$ cat src/sia_defs.svh
/*
  Offsets, field positions, reset values and fixed codes for the shared
  indirect access and self-test register group.
  Assumes an 8-bit register address space behind the serial control bus.
*/
`ifndef SIA_DEFS_SVH
`define SIA_DEFS_SVH

// register offsets
`define SIA_OFS_IND_CTL 8'hb0
`define SIA_OFS_IND_OFFSET 8'hb1
`define SIA_OFS_IND_DATA 8'hb2
`define SIA_OFS_ST_CTL 8'hb3
`define SIA_OFS_STRAP_STS 8'hb8

// indirect control fields
`define SIA_IND_SEL_MSB 5
`define SIA_IND_SEL_LSB 2
`define SIA_IND_AUTO_INC_BIT 1
`define SIA_IND_READ_BIT 0

// indirect target codes
`define SIA_SEL_PORT0 4'h1
`define SIA_SEL_PORT1 4'h2
`define SIA_SEL_SHARED 4'h5
`define SIA_SEL_BOTH 4'h6

// self-test control fields
`define SIA_ST_MODE_MSB 7
`define SIA_ST_MODE_LSB 6
`define SIA_ST_SRC_BIT 3
`define SIA_ST_CLK_MSB 2
`define SIA_ST_CLK_LSB 1
`define SIA_ST_EN_BIT 0

// strap status fields
`define SIA_STS_INDEX_DECODE_DONE_BIT 7
`define SIA_STS_IDX_MSB 6
`define SIA_STS_IDX_LSB 4
`define SIA_STS_MODE_DONE_BIT 3
`define SIA_STS_MODE_MSB 2
`define SIA_STS_MODE_LSB 0

// reset values
`define SIA_RST_IND_SEL 4'h0
`define SIA_RST_OFFSET 8'h00
`define SIA_RST_DATA 8'h00
`define SIA_RST_ST_MODE 2'h0
`define SIA_RST_ST_SRC 1'h1
`define SIA_RST_ST_CLK 2'h0
`define SIA_RST_ST_EN 1'h0

// remote serializer clock source register
`define SIA_RMT_CLK_OFS 8'h14

// strap settle time in ns, and its cycle count at 100 MHz (least time, rounded up)
`define SIA_STRAP_SETTLE_NS 100
`define SIA_CLK_PERIOD_NS 10
`define SIA_STRAP_SETTLE_CYC \
    ((`SIA_STRAP_SETTLE_NS + `SIA_CLK_PERIOD_NS - 1) / `SIA_CLK_PERIOD_NS)

`endif

$ cat src/sia_pkg.sv
/*
  Types shared by the indirect access and self-test register group.
  Assumes sia_defs.svh supplies all numeric constants.
*/
`default_nettype none
package sia_pkg;

    // one indirect access toward the per-port or shared register blocks
    typedef struct packed {
        logic wr;          // one-cycle write strobe
        logic rd;          // one-cycle read (prefetch) strobe
        logic to_port0;
        logic to_port1;
        logic to_shared;
        logic [7:0] offset;
        logic [7:0] wdata;
    } sia_ind_req_t;

    // write request toward the remote serializer
    typedef struct packed {
        logic wr;
        logic [7:0] offset;
        logic [7:0] wdata;
    } sia_rmt_req_t;

    // effective self-test configuration
    typedef struct packed {
        logic enable;
        logic [1:0] out_mode;
        logic [1:0] clk_sel;
    } sia_st_cfg_t;

    typedef enum logic [1:0] {
        SIA_MODE_STATIC,
        SIA_MODE_ALTERNATE,
        SIA_MODE_DATA_A,
        SIA_MODE_DATA_B
    } sia_out_mode_t;

endpackage : sia_pkg
`default_nettype wire

$ cat src/sia_regs.sv
/*
  Shared register group: indirect access window into the per-port and
  shared register blocks, self-test control and strap decode status.
  Assumes a serial control bus slave outside that presents one-cycle
  register read and write strobes with an 8-bit address, and target
  blocks that return read data combinationally for the live offset.
*/
`timescale 1ns/1ps
`default_nettype none
`include "sia_defs.svh"

// Summary of operation
// - target code 1 port 0, 2 port 1, 5 shared, 6 both ports; others reserved.
// - read bit set: writing the offset register issues a prefetch read strobe.
// - auto-increment and read set: data register read strobes again after advancing.
// - offset register holds an 8-bit offset inside the chosen target block.
// - writing the data register writes that value to the target at the offset.
// - reading the data register returns the target register at the offset.
// - output mode 00 static, 01 alternate one/zero, 1x follows self-test data.
// - config source bit resets to one; one uses strap pins, zero register bits.
// - on self-test enable, write clock select to remote offset 0x14.
// - index done flag reads one once the index strap is latched.
// - index strap decode reads in status bits 6 to 4.
// - mode done in bit 3, mode strap decode in bits 2 to 0.
module sia_regs #(
    parameter int unsigned SETTLE_CYC = `SIA_STRAP_SETTLE_CYC
) (
    input wire logic core_clk,
    input wire logic reset_n,
    // register port from the serial control bus slave
    input wire logic reg_wr,
    input wire logic reg_rd,
    input wire logic [7:0] reg_addr,
    input wire logic [7:0] reg_wdata,
    output logic [7:0] reg_rdata,
    output logic reg_rdata_valid,
    output logic reg_hit,
    // indirect access toward target blocks
    output sia_pkg::sia_ind_req_t ind_req,
    output logic [7:0] ind_live_offset,
    input wire logic [7:0] ind_rdata_port0,
    input wire logic [7:0] ind_rdata_port1,
    input wire logic [7:0] ind_rdata_shared,
    // self-test
    input wire logic [2:0] st_pin_cfg,
    input wire logic st_data,
    output sia_pkg::sia_st_cfg_t st_cfg,
    output logic st_toggle_out,
    output sia_pkg::sia_rmt_req_t rmt_req,
    // straps
    input wire logic [2:0] idx_strap_level,
    input wire logic [2:0] mode_strap_level
);

    logic [3:0] sel_r;
    logic auto_inc_r;
    logic read_pf_r;
    logic [7:0] offset_r;
    logic [1:0] st_mode_r;
    logic st_src_r;
    logic [1:0] st_clk_r;
    logic st_en_r;
    logic st_en_eff_d_r;
    logic toggle_r;
    logic [2:0] idx_value;
    logic index_decode_done;
    logic [2:0] mode_value;
    logic mode_done;
    logic wr_ctl, wr_ofs, wr_data, wr_st, rd_data;
    logic sel_p0, sel_p1, sel_sh;
    logic [7:0] tgt_rdata;
    logic [7:0] rdata_nxt;
    logic hit_nxt;
    sia_pkg::sia_st_cfg_t cfg_nxt;

    // address decode of the strobes
    assign wr_ctl = reg_wr && (reg_addr == `SIA_OFS_IND_CTL);
    assign wr_ofs = reg_wr && (reg_addr == `SIA_OFS_IND_OFFSET);
    assign wr_data = reg_wr && (reg_addr == `SIA_OFS_IND_DATA);
    assign wr_st = reg_wr && (reg_addr == `SIA_OFS_ST_CTL);
    assign rd_data = reg_rd && (reg_addr == `SIA_OFS_IND_DATA);

    // target routing; reserved codes reach no block
    assign sel_p0 = (sel_r == `SIA_SEL_PORT0) || (sel_r == `SIA_SEL_BOTH);
    assign sel_p1 = (sel_r == `SIA_SEL_PORT1) || (sel_r == `SIA_SEL_BOTH);
    assign sel_sh = (sel_r == `SIA_SEL_SHARED);
    assign ind_live_offset = offset_r;

    // read data from the selected block; both-port code is write-only, reads zero
    always_comb begin
        if (sel_r == `SIA_SEL_PORT0) begin
            tgt_rdata = ind_rdata_port0;
        end else if (sel_r == `SIA_SEL_PORT1) begin
            tgt_rdata = ind_rdata_port1;
        end else if (sel_r == `SIA_SEL_SHARED) begin
            tgt_rdata = ind_rdata_shared;
        end else begin
            tgt_rdata = 8'h00;
        end
    end

    // indirect control register; bits 7:6 are not stored
    always_ff @(posedge core_clk or negedge reset_n) begin
        if (!reset_n) begin
            sel_r <= `SIA_RST_IND_SEL;
            auto_inc_r <= 1'b0;
            read_pf_r <= 1'b0;
        end else if (wr_ctl) begin
            sel_r <= reg_wdata[`SIA_IND_SEL_MSB:`SIA_IND_SEL_LSB];
            auto_inc_r <= reg_wdata[`SIA_IND_AUTO_INC_BIT];
            read_pf_r <= reg_wdata[`SIA_IND_READ_BIT];
        end
    end

    // offset register; a direct write beats a same-cycle increment
    always_ff @(posedge core_clk or negedge reset_n) begin
        if (!reset_n) begin
            offset_r <= `SIA_RST_OFFSET;
        end else if (wr_ofs) begin
            offset_r <= reg_wdata;
        end else if (auto_inc_r && (wr_data || rd_data)) begin
            offset_r <= offset_r + 8'h01;
        end
    end

    // indirect strobes, one cycle after the host access; the offset carried
    // is the one in effect when the strobe is due
    always_ff @(posedge core_clk or negedge reset_n) begin
        if (!reset_n) begin
            ind_req <= '0;
        end else begin
            ind_req.wr <= wr_data && (sel_p0 || sel_p1 || sel_sh);
            ind_req.rd <= (wr_ofs && read_pf_r)
                || (rd_data && read_pf_r && auto_inc_r);
            ind_req.to_port0 <= sel_p0;
            ind_req.to_port1 <= sel_p1;
            ind_req.to_shared <= sel_sh;
            if (wr_data) begin
                ind_req.offset <= offset_r;
                ind_req.wdata <= reg_wdata;
            end else if (wr_ofs) begin
                ind_req.offset <= reg_wdata;
            end else if (rd_data) begin
                ind_req.offset <= offset_r + 8'h01;
            end
        end
    end

    // self-test control register; bits 5:4 are not stored
    always_ff @(posedge core_clk or negedge reset_n) begin
        if (!reset_n) begin
            st_mode_r <= `SIA_RST_ST_MODE;
            st_src_r <= `SIA_RST_ST_SRC;
            st_clk_r <= `SIA_RST_ST_CLK;
            st_en_r <= `SIA_RST_ST_EN;
        end else if (wr_st) begin
            st_mode_r <= reg_wdata[`SIA_ST_MODE_MSB:`SIA_ST_MODE_LSB];
            st_src_r <= reg_wdata[`SIA_ST_SRC_BIT];
            st_clk_r <= reg_wdata[`SIA_ST_CLK_MSB:`SIA_ST_CLK_LSB];
            st_en_r <= reg_wdata[`SIA_ST_EN_BIT];
        end
    end

    // effective configuration: strap pins or the low register bits
    always_comb begin
        cfg_nxt.out_mode = st_mode_r;
        if (st_src_r) begin
            cfg_nxt.enable = st_pin_cfg[`SIA_ST_EN_BIT];
            cfg_nxt.clk_sel = st_pin_cfg[`SIA_ST_CLK_MSB:`SIA_ST_CLK_LSB];
        end else begin
            cfg_nxt.enable = st_en_r;
            cfg_nxt.clk_sel = st_clk_r;
        end
    end

    // registered config and remote write on each enable rising edge
    always_ff @(posedge core_clk or negedge reset_n) begin
        if (!reset_n) begin
            st_cfg <= '0;
            st_en_eff_d_r <= 1'b0;
            rmt_req <= '0;
        end else begin
            st_cfg <= cfg_nxt;
            st_en_eff_d_r <= cfg_nxt.enable;
            rmt_req.wr <= cfg_nxt.enable && !st_en_eff_d_r;
            rmt_req.offset <= `SIA_RMT_CLK_OFS;
            rmt_req.wdata <= {6'h00, cfg_nxt.clk_sel};
        end
    end

    // output pattern; held low while self-test is off
    always_ff @(posedge core_clk or negedge reset_n) begin
        if (!reset_n) begin
            toggle_r <= 1'b0;
        end else if (!st_cfg.enable) begin
            toggle_r <= 1'b0;
        end else begin
            case (sia_pkg::sia_out_mode_t'(st_cfg.out_mode))
                sia_pkg::SIA_MODE_STATIC: toggle_r <= toggle_r;
                sia_pkg::SIA_MODE_ALTERNATE: toggle_r <= !toggle_r;
                default: toggle_r <= st_data;
            endcase
        end
    end
    assign st_toggle_out = toggle_r;

    // strap decoders for the index and mode pins
    sia_strap_decode #(
        .SETTLE_CYC(SETTLE_CYC)
    ) u_idx_strap (
        .core_clk(core_clk),
        .reset_n(reset_n),
        .strap_level(idx_strap_level),
        .strap_value(idx_value),
        .decode_done(index_decode_done)
    );

    sia_strap_decode #(
        .SETTLE_CYC(SETTLE_CYC)
    ) u_mode_strap (
        .core_clk(core_clk),
        .reset_n(reset_n),
        .strap_level(mode_strap_level),
        .strap_value(mode_value),
        .decode_done(mode_done)
    );

    // read mux; reserved bits and unmapped offsets read zero
    always_comb begin
        rdata_nxt = 8'h00;
        hit_nxt = 1'b1;
        if (reg_addr == `SIA_OFS_IND_CTL) begin
            rdata_nxt = {2'h0, sel_r, auto_inc_r, read_pf_r};
        end else if (reg_addr == `SIA_OFS_IND_OFFSET) begin
            rdata_nxt = offset_r;
        end else if (reg_addr == `SIA_OFS_IND_DATA) begin
            rdata_nxt = tgt_rdata;
        end else if (reg_addr == `SIA_OFS_ST_CTL) begin
            rdata_nxt = {st_mode_r, 2'h0, st_src_r, st_clk_r, st_en_r};
        end else if (reg_addr == `SIA_OFS_STRAP_STS) begin
            rdata_nxt = {index_decode_done, idx_value,
                mode_done, mode_value};
        end else begin
            hit_nxt = 1'b0;
        end
    end

    // read data register, valid one cycle after the read strobe
    always_ff @(posedge core_clk or negedge reset_n) begin
        if (!reset_n) begin
            reg_rdata <= 8'h00;
            reg_rdata_valid <= 1'b0;
            reg_hit <= 1'b0;
        end else begin
            reg_rdata_valid <= reg_rd;
            if (reg_rd || reg_wr) begin
                reg_hit <= hit_nxt;
            end
            if (reg_rd) begin
                reg_rdata <= rdata_nxt;
            end
        end
    end

endmodule : sia_regs
`default_nettype wire

$ cat src/sia_strap_decode.sv
/*
  Latches one 3-bit strap value once it has settled after reset and
  raises a done flag. Assumes the strap level is synchronous to the clock
  and stable for the settle time after reset release.
*/
`timescale 1ns/1ps
`default_nettype none
`include "sia_defs.svh"

module sia_strap_decode #(
    parameter int unsigned SETTLE_CYC = `SIA_STRAP_SETTLE_CYC
) (
    input wire logic core_clk,
    input wire logic reset_n,
    input wire logic [2:0] strap_level,
    output logic [2:0] strap_value,
    output logic decode_done
);

    logic [7:0] settle_cnt_r;

    // count settle cycles, then latch the strap once and hold it
    always_ff @(posedge core_clk or negedge reset_n) begin
        if (!reset_n) begin
            settle_cnt_r <= 8'h00;
            strap_value <= 3'h0;
            decode_done <= 1'b0;
        end else if (!decode_done) begin
            if (settle_cnt_r >= 8'(SETTLE_CYC)) begin
                strap_value <= strap_level;
                decode_done <= 1'b1;
            end else begin
                settle_cnt_r <= settle_cnt_r + 8'h01;
            end
        end
    end

endmodule : sia_strap_decode
`default_nettype wire

$ cat config.mk
export PLATFORM = sky130hd
export DESIGN_NAME = sia_regs
export DESIGN_NICKNAME = d
export VERILOG_FILES = /design/src/sia_pkg.sv /design/src/sia_regs.sv /design/src/sia_strap_decode.sv
export VERILOG_INCLUDE_DIRS = /design/src
export SDC_FILE = /design/constraint.sdc
export NUM_CORES = 1
export LEC_CHECK = 0
export ABC_AREA = 1
export BUFFER_PORTS_ARGS = -buffer_cell sky130_fd_sc_hd__buf_4
export CORE_UTILIZATION = 25
export CTS_CLUSTER_SIZE = 10
export DETAILED_ROUTE_END_ITERATION = 12
export PLACE_DENSITY_LB_ADDON = 0.25
export REMOVE_ABC_BUFFERS = 1
export SYNTH_ARGS = -nofsm -noshare
export SYNTH_HDL_FRONTEND = slang
export SYNTH_SLANG_ARGS = --single-unit
$ cat constraint.sdc
create_clock -name core_clk -period 3.65 [get_ports core_clk]
set_clock_uncertainty 0.15 [all_clocks]
set_input_delay 0.73 -clock core_clk [delete_from_list [all_inputs] [get_ports core_clk]]
set_output_delay 0.73 -clock core_clk [all_outputs]
set_load 0.005 [all_outputs]
; Yosys cells after proc, flatten, opt, wreduce, memory -nomap -nowiden
; Cells that the tools add are included.
[word_totals]
word_cells = 103
reg_bits = 83
out_inout_bits = 62
inputBits = 54
[op_classes]
n_lt_le_gt_ge = 2
n_bitwise = 4
mux = 26
n_reduce_logical = 27
n_eq_ne = 11
addsub = 3
[op_table]
columns = op, count
row1 = 2-to-1 mux 8 bit, 13
row2 = "equality test 8 bit, second input constant", 5
row3 = "adder 8 x 1 -> 8 bit, second input constant", 3
row4 = "greater-or-equal comparator 8 x 4 -> 1 bit, second input constant", 2
row5 = logical AND 1 bit, 11
row6 = 2-to-1 mux 1 bit, 11
row7 = "equality test 4 x 3 -> 1 bit, second input constant", 2
row8 = AND reduction 2 bit, 4
row9 = logical OR 1 bit, 7
row10 = "equality test 4 x 1 -> 1 bit, second input constant", 1
row11 = "equality test 4 x 2 -> 1 bit, second input constant", 1
row12 = NOT 1 bit, 4
row13 = nonzero test 3 bit, 1
row14 = "equality test 2 x 1 -> 1 bit, second input constant", 1
row15 = zero test 1 bit, 2
row16 = zero test 2 bit, 1
row17 = 2-to-1 mux 2 bit, 1
row18 = "inequality test 2 bit, second input constant", 1
row19 = case mux 1 bit (2 select lines), 1
row20 = nonzero test 2 bit, 1

; Depth between registers and ports, before layout
; Gate-level depths: netlist of run 1.
[depth]
depth_word = 7
mapped_depth = 11
mapped_depth_nobuf = 11

; Cells and area by module
; Synthesis of run 1 repeated with hierarchy kept, for this count alone.
[hier_totals]
hier_cells = 580
hier_area_um2 = 4620.7
[modules_own_cells]
columns = module, area_each_um2, instances, cells_per_inst
row1 = sia_regs, 3422.0, 1, 454
row2 = sia_strap_decode, 599.3, 2, 63

; Worst setup path before layout of run 1
; OpenSTA, ideal clock, no wires.
[synth_path]
kind = input to register
startpoint = input reg_addr[1]
endpoint = register offset_r[7] (netlist: ind_live_offset[7])
setup_time_ns = 0.127
stages = 9
path_buffers = 1
t_required_ns = 3.373
setup_slack_ns = 1.802
t_arrival_ns = 1.571
path_cell_list = inv_1 > nand2_2 > nor2_8 > nand3_4 > buf_6 > nand3_1 > nand2_1 > nand2_1 > o21ai_0
[synth_via]
elab_chain_len = 5
[synth_lines]
columns = element, line_no
row1 = from (decl), sia_regs.sv:33  ; input wire logic [7:0] reg_addr,
row2 = equality test 8 bit (no line), n/a
row3 = "logical AND 1 bit, on equally long branches", "sia_regs.sv:79, sia_regs.sv:81"
row4 = logical OR 1 bit, sia_regs.sv:121  ; end else if (auto_inc_r && (wr_data || rd_data)) begin
row5 = logical AND 1 bit, sia_regs.sv:121
row6 = nonzero test 2 bit (no line), n/a
row7 = to (signal assigned), sia_regs.sv:118  ; offset_r <= `SIA_RST_OFFSET;
row8 = to (signal assigned), sia_regs.sv:120  ; offset_r <= reg_wdata;
row9 = to (signal assigned), sia_regs.sv:122  ; offset_r <= offset_r + 8'h01;
row10 = to (decl), sia_regs.sv:58  ; logic [7:0] offset_r;
; Parallel ways exist; a longest one is shown, timed or not.
; A chain may end at the register's enable or synchronous reset.

; Worst setup path after layout of run 1
[layout_path]
startpoint = input reg_addr[6]
endpoint = register offset_r[7] (netlist: ind_live_offset[7])
; Same word-level chain as after synthesis.

==> metrics.yaml, run 1 <==
status: "finished clean"
relSlewSlack_pct: 29.1
multi_input_area_um2: 1850
cts_htree_levels: 3
period_share_pct: 55.9
synth-seq-area-share_pct: 47.7
regArea_um2: 2080
synth-main-ff-cell: "dfrtp_1"
place.gp.congestion: 0.797
fmax_mhz: 490
criticalPathCategory: "in2reg"
synth-seq-cells: 83
cts_max_path_buffers: 2
rsz0062_at_grt: "no"
path_max_fanout: 25
fillers: 1834
finalWirelength_mm: 12.0
async_reset_ff_share_pct: 100
hold_slack_ns: 0.226
critPathArrivalTime_ns: 2.15
io-pin-count: 116
cts_tree: "done"
antenna_found_initial: 0
fin_cells: 858
dr.pass1.iters: 4
final_common_cell: "nand2_1"
cp-start-kind: "input port"
insertion_delay_ns: 0.34
syn-instance-count: 545
vias: 3784
post-route-drc-count: 0
cts-resized-gates: 0
initial_core_util_pct: 25.9
min_period_ns: 2.04
layout_common_cells: "158 x nand2_1, 105 x buf_4, 82 x dfrtp_1, 71 x nand3_1, 47 x inv_1"
worst-slew-pin-transition_ns: 1.06
crit_top_cell: "nand2_1"
cts_setup_buffers: 0
fin_setup_tns_ns: 0
grt_overflow: 0
max-vdd-ir-drop_mv: 0.247
synth_edf_count: 0
core_area_um2: 16800
rows: 47
die_x_um: 134
die_area_um2: 17900
fin_nets: 692
syn2layout_area_growth_pct: 27.5
cp-end-kind: "register"
dp.cells: 842
drtIter0Drc: 280
fp.dieH_um: 134
cp.required_ns: 3.76
grt_pass1_wl_mm: 19.2
ant_nets: 0
grt_max_degree: 84
wl_per_cell_um: 14.0
hold_viol: 0
slew_violations: 0
path_cells: "buf_4, inv_1, nand2_4, nor2_8, nand3_4, inv_1, nand2_1, nand2_1, nand2_1, o21ai_0"
power-per-cell-area_nw_per_um2: 417
max_cap_violations: 0
io_buffers: 103
avgSynthCellArea_um2: 7.99
p_leak_nw: 2.90
yosys.cell_types.count: 39
synth_warnings: 0
clkTransAtPathRegs_ns: 0.06
critPathMaxStageDelay_ns: 0.32
hold_path_class: "reg2reg"
root_buffer: "clkbuf_16"
setup_violations: 0
netlist_area_um2: 4350
diodes: 0
vias_per_cell: 4.41
track_usage_pct: 14.0
grt_pass1_vias: 3666
slowest_stage: "nand3_4"
hpwl_mm: 8.94
drive_gt1_share_pct: 23.4
cts_buffers: 9
holdBufCountCts: 0
cts.sinks: 83
==> final cells by class <==
| type | count | area share [%] |
|---|---|---|
| sequential | 83 | 37.4 |
| multi-input combinational | 381 | 33.4 |
| timing repair buffer | 105 | 14.2 |
| tap | 220 | 4.96 |
| clock buffer | 9 | 4.06 |
| inverter | 53 | 3.76 |
| clock inverter | 7 | 2.23 |
==> logic make-up after synthesis <==
group                    after synthesis  share of synthesized area (%)
AO/OA/AOI/OAI                         62                           7.93
XOR/XNOR                               7                           1.41
adder cells (fa/ha/maj)                5                           1.44
buffers and inverters                 92                           10.7
flip-flops                            83                           47.7
other                                  2                          0.172
AND/OR/NAND/NOR                      294                           30.6
==> state kept, by name, summed over array words and instances, names as in the netlist, 2 cells and up <==
name,count
u_idx_strap.settle_cnt_r,8
ind_live_offset,8
sel_r,4
st_mode_r,2
reg_rdata,8
ind_req,21
st_clk_r,2
st_cfg,2
u_idx_strap.strap_value,3
u_mode_strap.settle_cnt_r,8
u_mode_strap.strap_value,3
rmt_req,4
==> stage by stage <==
stage,instance area (um2),util (%),power (mW),worst slack [ns]
after floorplan,4140,-,1.11,1.64
after global placement,5200,30.9,1.27,1.28
after detailed placement,5200,30.9,1.27,1.27
after CTS,5550,33.0,2.36,1.63
after global routing,5550,33.0,2.43,1.48
final,5550,33.0,2.32,1.61
==> power by group <==
part,internal (mW),switching [mW]
clock,0.675,0.390
combinational,0.118,0.136
sequential,0.960,0.0391
==> cell usage after synthesis, types with 2 or more instances <==
library cell	count	share of area (%)
nor2_8	3	1.4
buf_4	16	2.8
clkbuf_1	8	0.69
xnor2_1	3	0.60
nor2_1	40	3.4
o21ai_1	19	2.2
a21oi_1	6	0.69
nand4_1	3	0.43
conb_1	2	0.17
buf_6	5	1.3
nor3_1	2	0.23
inv_2	4	0.34
inv_1	47	4.1
nand2_1	158	14
nand3_1	71	8.2
nand2_2	5	0.72
o21bai_1	2	0.34
o21ai_0	27	3.1
buf_2	9	1.0
nand3_2	2	0.46
nand2_4	4	1.0
dfrtp_1	82	47
xor2_1	4	0.80
ha_1	5	1.4
o211ai_1	3	0.52
or2_2	2	0.29
==> layer usage <==
metal / up-vias / track usage [%] / wire (um)
li1: 1887 / - / -
met5: - / 0 / 0
met4: 0 / 5.43 / 201
met1: 1772 / 18.9 / 5670
met3: 11 / 2.91 / 707
met2: 114 / 21.8 / 5390
==> worst max-delay path: cells and delay by family <==
family / cells / cell delay (ns)
and+or+nand+nor: 6 / 0.92
buffers and inverters: 3 / 0.42
AOI/OAI and AO/OA: 1 / 0.07
==> worst paths after layout <==
kind                                                            end                                      from  slack, ns  cells past startpoint
setup / recovery                     ind_live_offset[7]$_DFFE_PN0P_                               reg_addr[6]       1.61                     10
hold reg to reg            u_mode_strap.settle_cnt_r[4]$_DFFE_PN0P_  u_mode_strap.settle_cnt_r[4]$_DFFE_PN0P_       0.23                      0
max in group asynchronous                   ind_req[10]$_DFFE_PN0P_                                   reset_n       2.24                      1
setup reg to reg                           reg_rdata[0]$_DFFE_PN0P_                      sel_r[1]$_DFFE_PN0P_       1.84                      8
min in group asynchronous                     rmt_req[10]$_DFF_PN0_                                   reset_n       0.41                      1
hold / removal             u_mode_strap.settle_cnt_r[4]$_DFFE_PN0P_  u_mode_strap.settle_cnt_r[4]$_DFFE_PN0P_       0.23                      0
Note: power is estimated with default switching activity, not from simulation.
==> run 2, diff against run 1 <==
--- a/config.mk
+++ b/config.mk
@@ -6,7 +6,7 @@
 export SDC_FILE = /design/constraint.sdc
 export NUM_CORES = 1
 export LEC_CHECK = 0
-export ABC_AREA = 1
+export ABC_AREA = 0
 export BUFFER_PORTS_ARGS = -buffer_cell sky130_fd_sc_hd__buf_4
 export CORE_UTILIZATION = 25
 export CTS_CLUSTER_SIZE = 10
==> constraint.sdc (replaced) <==
create_clock -name core_clk -period 1.89 [get_ports core_clk]
set_clock_uncertainty 0.15 [all_clocks]
set_input_delay 0.378 -clock core_clk [delete_from_list [all_inputs] [get_ports core_clk]]
set_output_delay 0.378 -clock core_clk [all_outputs]
set_load 0.005 [all_outputs]
==> metrics.yaml, run 2 <==
drtIter0Drc: 165  # -41%
cp-start-kind: "input port"
synth-main-ff-cell: "dfrtp_1"
synth_edf_count: 0  # unchanged
pwr-share-comb_pct: 11.3  # +0.4 points
ant_nets: 0  # unchanged
critical_path_buf_inv_count: 1  # -2
path_cells: "buf_4, or2_1, or4_4, or3_4, a211oi_2"
power-per-cell-area_nw_per_um2: 707  # +69%
critPathArrivalTime_ns: 1.94  # -0.21 ns
fin_nets: 595  # -14%
cts_max_path_buffers: 2  # unchanged
dr.pass1.iters: 4  # unchanged
final_core_util_pct: 35.5  # +2.5 points
pwr-share-seq_pct: 45.1  # +2.0 points
synth_top_area_share_pct: 48.8  # +1.7 points
regArea_um2: 2080  # unchanged
period_share_pct: 96.7
hold_slack_ns: 0.111  # -0.115 ns
p_sw_share_pct: 24.8  # +0.41 points
io-pin-count: 116  # unchanged
fin_cells: 761  # -11%
hpwl_mm: 9.47  # +5.9%
cp-end-kind: "register"
power.internal_mw: 3.12  # +78%
cts_htree_levels: 3  # unchanged
grt_pass1_wl_mm: 20.1  # +4.5%
syn2layout_area_growth_pct: 39.7
post-route-drc-count: 0  # unchanged
layout_common_cells: "154 x buf_4, 82 x dfrtp_1, 32 x mux2_2, 27 x o21ai_0, 25 x nor2_1"
regMostFlops: "ind_req"
cts_tree: "done"
root_buffer: "clkbuf_16"
hold_path_class: "in2reg"
met2_usage_pct: 25.9  # +4.2 points
hold_viol: 0  # unchanged
final_common_cell: "buf_4"
vias_per_cell: 4.65  # +5.5%
criticalPathCategory: "in2reg"
status: "finished clean"
largest_register_ffs: 21  # unchanged
critPathMaxStageDelay_ns: 0.58  # +0.26 ns
antenna_found_initial: 0  # unchanged
insertion_delay_ns: 0.35  # about the same
grt_overflow: 0  # unchanged
setup_violations: 0  # unchanged
synth_common_cells: "82 x dfrtp_1, 32 x mux2_2, 27 x o21ai_0"
clkPwrFrac_pct: 43.6  # -2.3 points
rsz0062_at_grt: "no"
fillers: 1667  # -9.1%
synth_warnings: 0  # unchanged
rows: 47  # unchanged
use_met1_pct: 18.4  # -0.56 points
yosys.cell_types.count: 61  # +56%
min_period_ns: 1.83
synth_most_common_cell: "dfrtp_1"
switchingPower_mw: 1.03  # +82%
max_cap_violations: 0  # unchanged
die_x_um: 132  # -1.7%
fmax_mhz: 547
cts.sinks: 83  # unchanged
fp.dieH_um: 132  # -1.7%
diodes: 0  # unchanged
grt_busiest_layer: "met2"
finalWirelength_mm: 12.3  # +2.9%
clkTransAtPathRegs_ns: 0.06  # about the same
dp.cells: 739  # -12%
place.gp.congestion: 0.779  # -2.3%
async_reset_ff_share_pct: 100  # unchanged
synth-seq-cells: 83  # unchanged
die_area_um2: 17300  # -3.4%
slew_violations: 0  # unchanged
max-vdd-ir-drop_mv: 0.389  # +57%
yosysTopAreaCell: "dfrtp_1"
path_delay_family: "simple AND/OR/NAND/NOR gates"
avgSynthCellArea_um2: 10.6  # +33%
core_area_um2: 16500  # -1.7%
wl_per_cell_um: 16.2  # +16%
netlist_area_um2: 4200  # -3.4%
cp.required_ns: 2.00  # -1.76 ns
initial_core_util_pct: 25.4  # -0.45 points
syn-instance-count: 396  # -27%
cts_buffers: 9  # unchanged
grtUsageMet3_pct: 3.67  # +0.76 points
slowest_stage: "or4_4"
netlist_top_cells_area: "dfrtp_1 49%, mux2_2 8.6%, o21ai_0 3.2%, buf_4 2.9%, nand2b_1 2.5%"
io_buffers: 103  # unchanged
synth-seq-area-share_pct: 49.4  # +1.7 points
drive_gt1_share_pct: 40.5  # +17 points
vias: 3540  # -6.4%
multi_input_area_um2: 1930  # +4.5%
grt_max_degree: 84  # unchanged
path_max_fanout: 6  # -76%
fin_setup_tns_ns: 0  # unchanged
track_usage_pct: 15.2  # +1.2 points
p_leak_nw: 2.74  # -5.7%
grt_pass1_vias: 3803  # +3.7%
[run 2: timing repair]
item,CTS,global route
endpoints found under the setup margin,0,6
hold buffers,1,0
setup buffers,0,5
hold endpoints to repair,82,0
gates resized for setup,0,6
[run 2: final timing paths]
| path | endpoint | startpoint | cells after the start | slack (ns) |
|---|---|---|---|---|
| max reg2reg | reg_rdata[2]$_DFFE_PN0P_ | sel_r[3]$_DFFE_PN0P_ | 3 | 0.07 |
| min in group asynchronous | u_idx_strap.settle_cnt_r[2]$_DFFE_PN0P_ | reset_n | 3 | 0.43 |
| min | u_idx_strap.strap_value[0]$_DFFE_PN0P_ | idx_strap_level[0] | 2 | 0.11 |
| max | reg_rdata[2]$_DFFE_PN0P_ | reg_addr[3] | 5 | 0.06 |
| min reg2reg | u_idx_strap.settle_cnt_r[6]$_DFFE_PN0P_ | u_idx_strap.settle_cnt_r[6]$_DFFE_PN0P_ | 0 | 0.22 |
| max in group asynchronous | st_src_r$_DFFE_PN1P_ | reset_n | 3 | 0.76 |
[run 2: cell families after synthesis]
logic type,share of synthesized area (%)
AOI/OAI and AO/OA,15.9
xor gates and xnor gates,1.67
adders and majority gates,1.49
buffers and inverters,6.07
DFF,49.4
muxes,9.76
other,0.179
and+or+nand+nor,15.5
[run 2: layout make-up]
class	instances	area share (%)
Inverter	9	0.575
Multi-Input combinational cell	273	32.9
Clock buffer	10	3.90
Sequential cell	83	35.4
Timing Repair Buffer	160	21.3
Clock inverter	6	1.24
Tap cell	220	4.69
[run 2: per-stage QoR]
stage	total power [mW]	setup WS, ns	cell area, um2
6_report	4.15	0.0618	5870
5_1_grt	4.35	0.00703	5870
4_1_cts	4.21	0.0298	5800
2_1_floorplan	2.04	-0.0869	4020
3_5_place_dp	2.37	-0.294	5490
3_3_place_gp	2.36	-0.257	5490
[run 2: layer usage]
layer	part of all wire, %	vias to the layer above	wire length [um]
met5	0	-	0
met4	1.9	0	232
met3	4.5	20	557
met2	51	99	6240
met1	43	1747	5290
li1	-	1674	-
[run 2: power groups by stage]
stage               Combinational [mW]  Clock, mW  Sequential (mW)
finish                           0.469       1.81             1.87
global route                     0.517       1.95             1.88
CTS                              0.466       1.87             1.87
detailed placement               0.463          0             1.91
global placement                 0.456          0             1.91
floorplan                        0.138          0             1.90
==> run 3, diff against run 2 <==
==> constraint.sdc (replaced) <==
create_clock -name core_clk -period 1.89 [get_ports core_clk]
set_clock_uncertainty 0.15 [all_clocks]
set_input_delay 0.0945 -clock core_clk [delete_from_list [all_inputs] [get_ports core_clk]]
set_output_delay 0.0945 -clock core_clk [all_outputs]
set_load 0.005 [all_outputs]
==> metrics.yaml, run 3 (synthesis gave the netlist of run 2 again) <==
status: "finished clean"
min_period_ns: 1.81  # -0.0184 ns
stdcell_area_um2: 5970  # +1.6%
placed_area_um2: 5410  # -1.6%
insertion_delay_ns: 0.35  # about the same
finalWirelength_mm: 12.6  # +2.3%
cp-end-kind: "register"
rsz0062_at_grt: "no"
p_sw_share_pct: 23.6  # -1.2 points
power.internal_mw: 3.29  # +5.4%
grt_pass1_vias: 3742  # -1.6%
largest_register_ffs: 21  # unchanged
critPathArrivalTime_ns: 1.89  # -0.05 ns
rrSetupSlack_ns: 0.09  # +0.02 ns
die_x_um: 132  # unchanged
cts_buffers: 9  # unchanged
hpwl_mm: 9.48  # +0.16%
rows: 47  # unchanged
fillers: 1671  # +0.24%
cts_setup_buffers: 0  # unchanged
fmax_mhz: 553  # +1.0%
core_area_um2: 16500  # unchanged
path_max_fanout: 14  # +8
power-per-cell-area_nw_per_um2: 722  # +2.1%
die_area_um2: 17300  # unchanged
critPathMaxStageDelay_ns: 0.55  # -0.03 ns
period_share_pct: 95.8  # -0.97 points
post-route-drc-count: 0  # unchanged
root_buffer: "clkbuf_16"
cts_tree: "done"
preCtsSetupSlack_ns: -0.00327  # +0.291 ns
max_cap_violations: 0  # unchanged
clkPwrFrac_pct: 45.2  # +1.6 points
worst-slew-pin-transition_ns: 0.527
setup_ws_ns: 0.0802  # +0.0184 ns
final_common_cell: "buf_4"
cts.sinks: 83  # unchanged
place.gp.congestion: 0.796  # +2.2%
pwr-share-comb_pct: 11.3  # about the same
layout_common_cells: "142 x buf_4, 82 x dfrtp_1, 32 x mux2_2, 27 x o21ai_0, 25 x nor2_1"
diodes: 0  # unchanged
drtIter0Drc: 141  # -15%
regMostFlops: "ind_req"
relSlewSlack_pct: 64.9
drive_gt1_share_pct: 37.3  # -3.2 points
fin_nets: 602  # +1.2%
vias: 3557  # +0.48%
cts_htree_levels: 3  # unchanged
pwr-share-seq_pct: 43.5  # -1.6 points
crit_top_cell: "buf_4"
setup_violations: 0  # unchanged
antenna_found_initial: 0  # unchanged
grt_pass1_wl_mm: 20.3  # +1.3%
switchingPower_mw: 1.02  # -1.3%
slew_violations: 0  # unchanged
wl_per_cell_um: 16.4  # +1.5%
fp.dieH_um: 132  # unchanged
dr.pass1.iters: 6  # +2
hold_path_class: "in2reg"
fin_setup_tns_ns: 0  # unchanged
clkTransAtPathRegs_ns: 0.06  # about the same
critical_path_buf_inv_count: 5  # +4
max-vdd-ir-drop_mv: 0.429  # +10%
criticalPathCategory: "in2reg"
io_buffers: 103  # unchanged
path_cells: "buf_4, dlygate4sd3_1, buf_4, nor2_1, buf_4, and4_4, buf_12, mux2_2"
grt_max_degree: 38  # -55%
cp-start-kind: "input port"
io-pin-count: 116  # unchanged
cts_max_path_buffers: 2  # unchanged
vias_per_cell: 4.64  # -0.31%
initial_core_util_pct: 25.4  # unchanged
ant_nets: 0  # unchanged
track_usage_pct: 15.3  # +0.090 points
cp.required_ns: 1.97  # -0.03 ns
grt_overflow: 0  # unchanged
path_delay_family: "buffers and inverters"
syn2layout_area_growth_pct: 41.9
p_leak_nw: 2.76  # +0.73%
slowest_stage: "dlygate4sd3_1"
hold_viol: 0  # unchanged
[run 3: cell count changes in the layout (fill, tap and decap cells not counted), sizes merged]
cell         before  now
bufinv            1    2
dlygate4sd3       1   23
buf             159  144
inv              11   10
clkinvlp          1    0
[run 3: what timing repair did]
action | 4_1_cts | 5_1_grt
gates resized for setup | 0 | 2
endpoints found under the setup margin | 0 | 9
hold endpoints to repair | 100 | 0
hold buffers | 23 | 0
[run 3: routing by layer]
layer  vias to the layer above  GRT usage (%)  routed length [um]
li1                       1685              -                   -
met1                      1747           18.7                5470
met2                       107           25.9                6210
met3                        18           3.82                 682
met4                         0           5.68                 238
met5                         -              0                   0
[run 3: power by group through the flow]
stage	logic, mW	registers (mW)	clock network, mW
3_5_place_dp	0.454	1.91	0
5_1_grt	0.531	1.88	2.09
2_1_floorplan	0.138	1.90	0
6_report	0.487	1.87	1.95
3_3_place_gp	0.449	1.91	0
4_1_cts	0.493	1.87	2.01
[run 3: final cells by class]
type	instances	area, um2	share of cell area [%]
tap	220	275	4.61
sequential	83	2080	34.8
clock buffer	10	239	4.01
clock inverter	5	86.3	1.45
inverter	9	33.8	0.566
timing repair buffer	167	1340	22.4
multi-input combinational	273	1920	32.1
[run 3: metrics by stage]
step	utilization [%]	total power, mW	hold WS (ns)	std cells
floorplan	-	2.04	-0.351	365
global placement	32.7	2.35	-0.0584	729
detailed placement	32.7	2.36	-0.0435	729
CTS	36.1	4.37	0.000531	767
global route	36.1	4.50	0.0111	767
finish	36.1	4.31	0.00680	767
[run 3: final timing paths]
kind,startpoint,end,depth (start not counted)
worst max register to register,sel_r[3]$_DFFE_PN0P_,reg_rdata[2]$_DFFE_PN0P_,3
max in group asynchronous,reset_n,st_src_r$_DFFE_PN1P_,3
worst max-delay path,reg_addr[2],ind_req[4]$_DFFE_PN0P_,8
worst min-delay path,ind_rdata_port0[0],reg_rdata[0]$_DFFE_PN0P_,4
worst min register to register,u_idx_strap.settle_cnt_r[7]$_DFFE_PN0P_,u_idx_strap.settle_cnt_r[7]$_DFFE_PN0P_,0
min in group asynchronous,reset_n,u_idx_strap.strap_value[1]$_DFFE_PN0P_,2
[run 3: tightest hold or removal path, cell delays in order]
cell,delay [ns]
buf_4,0.11
nor2_1,0.08
or3_1,0.12
a211oi_2,0.06
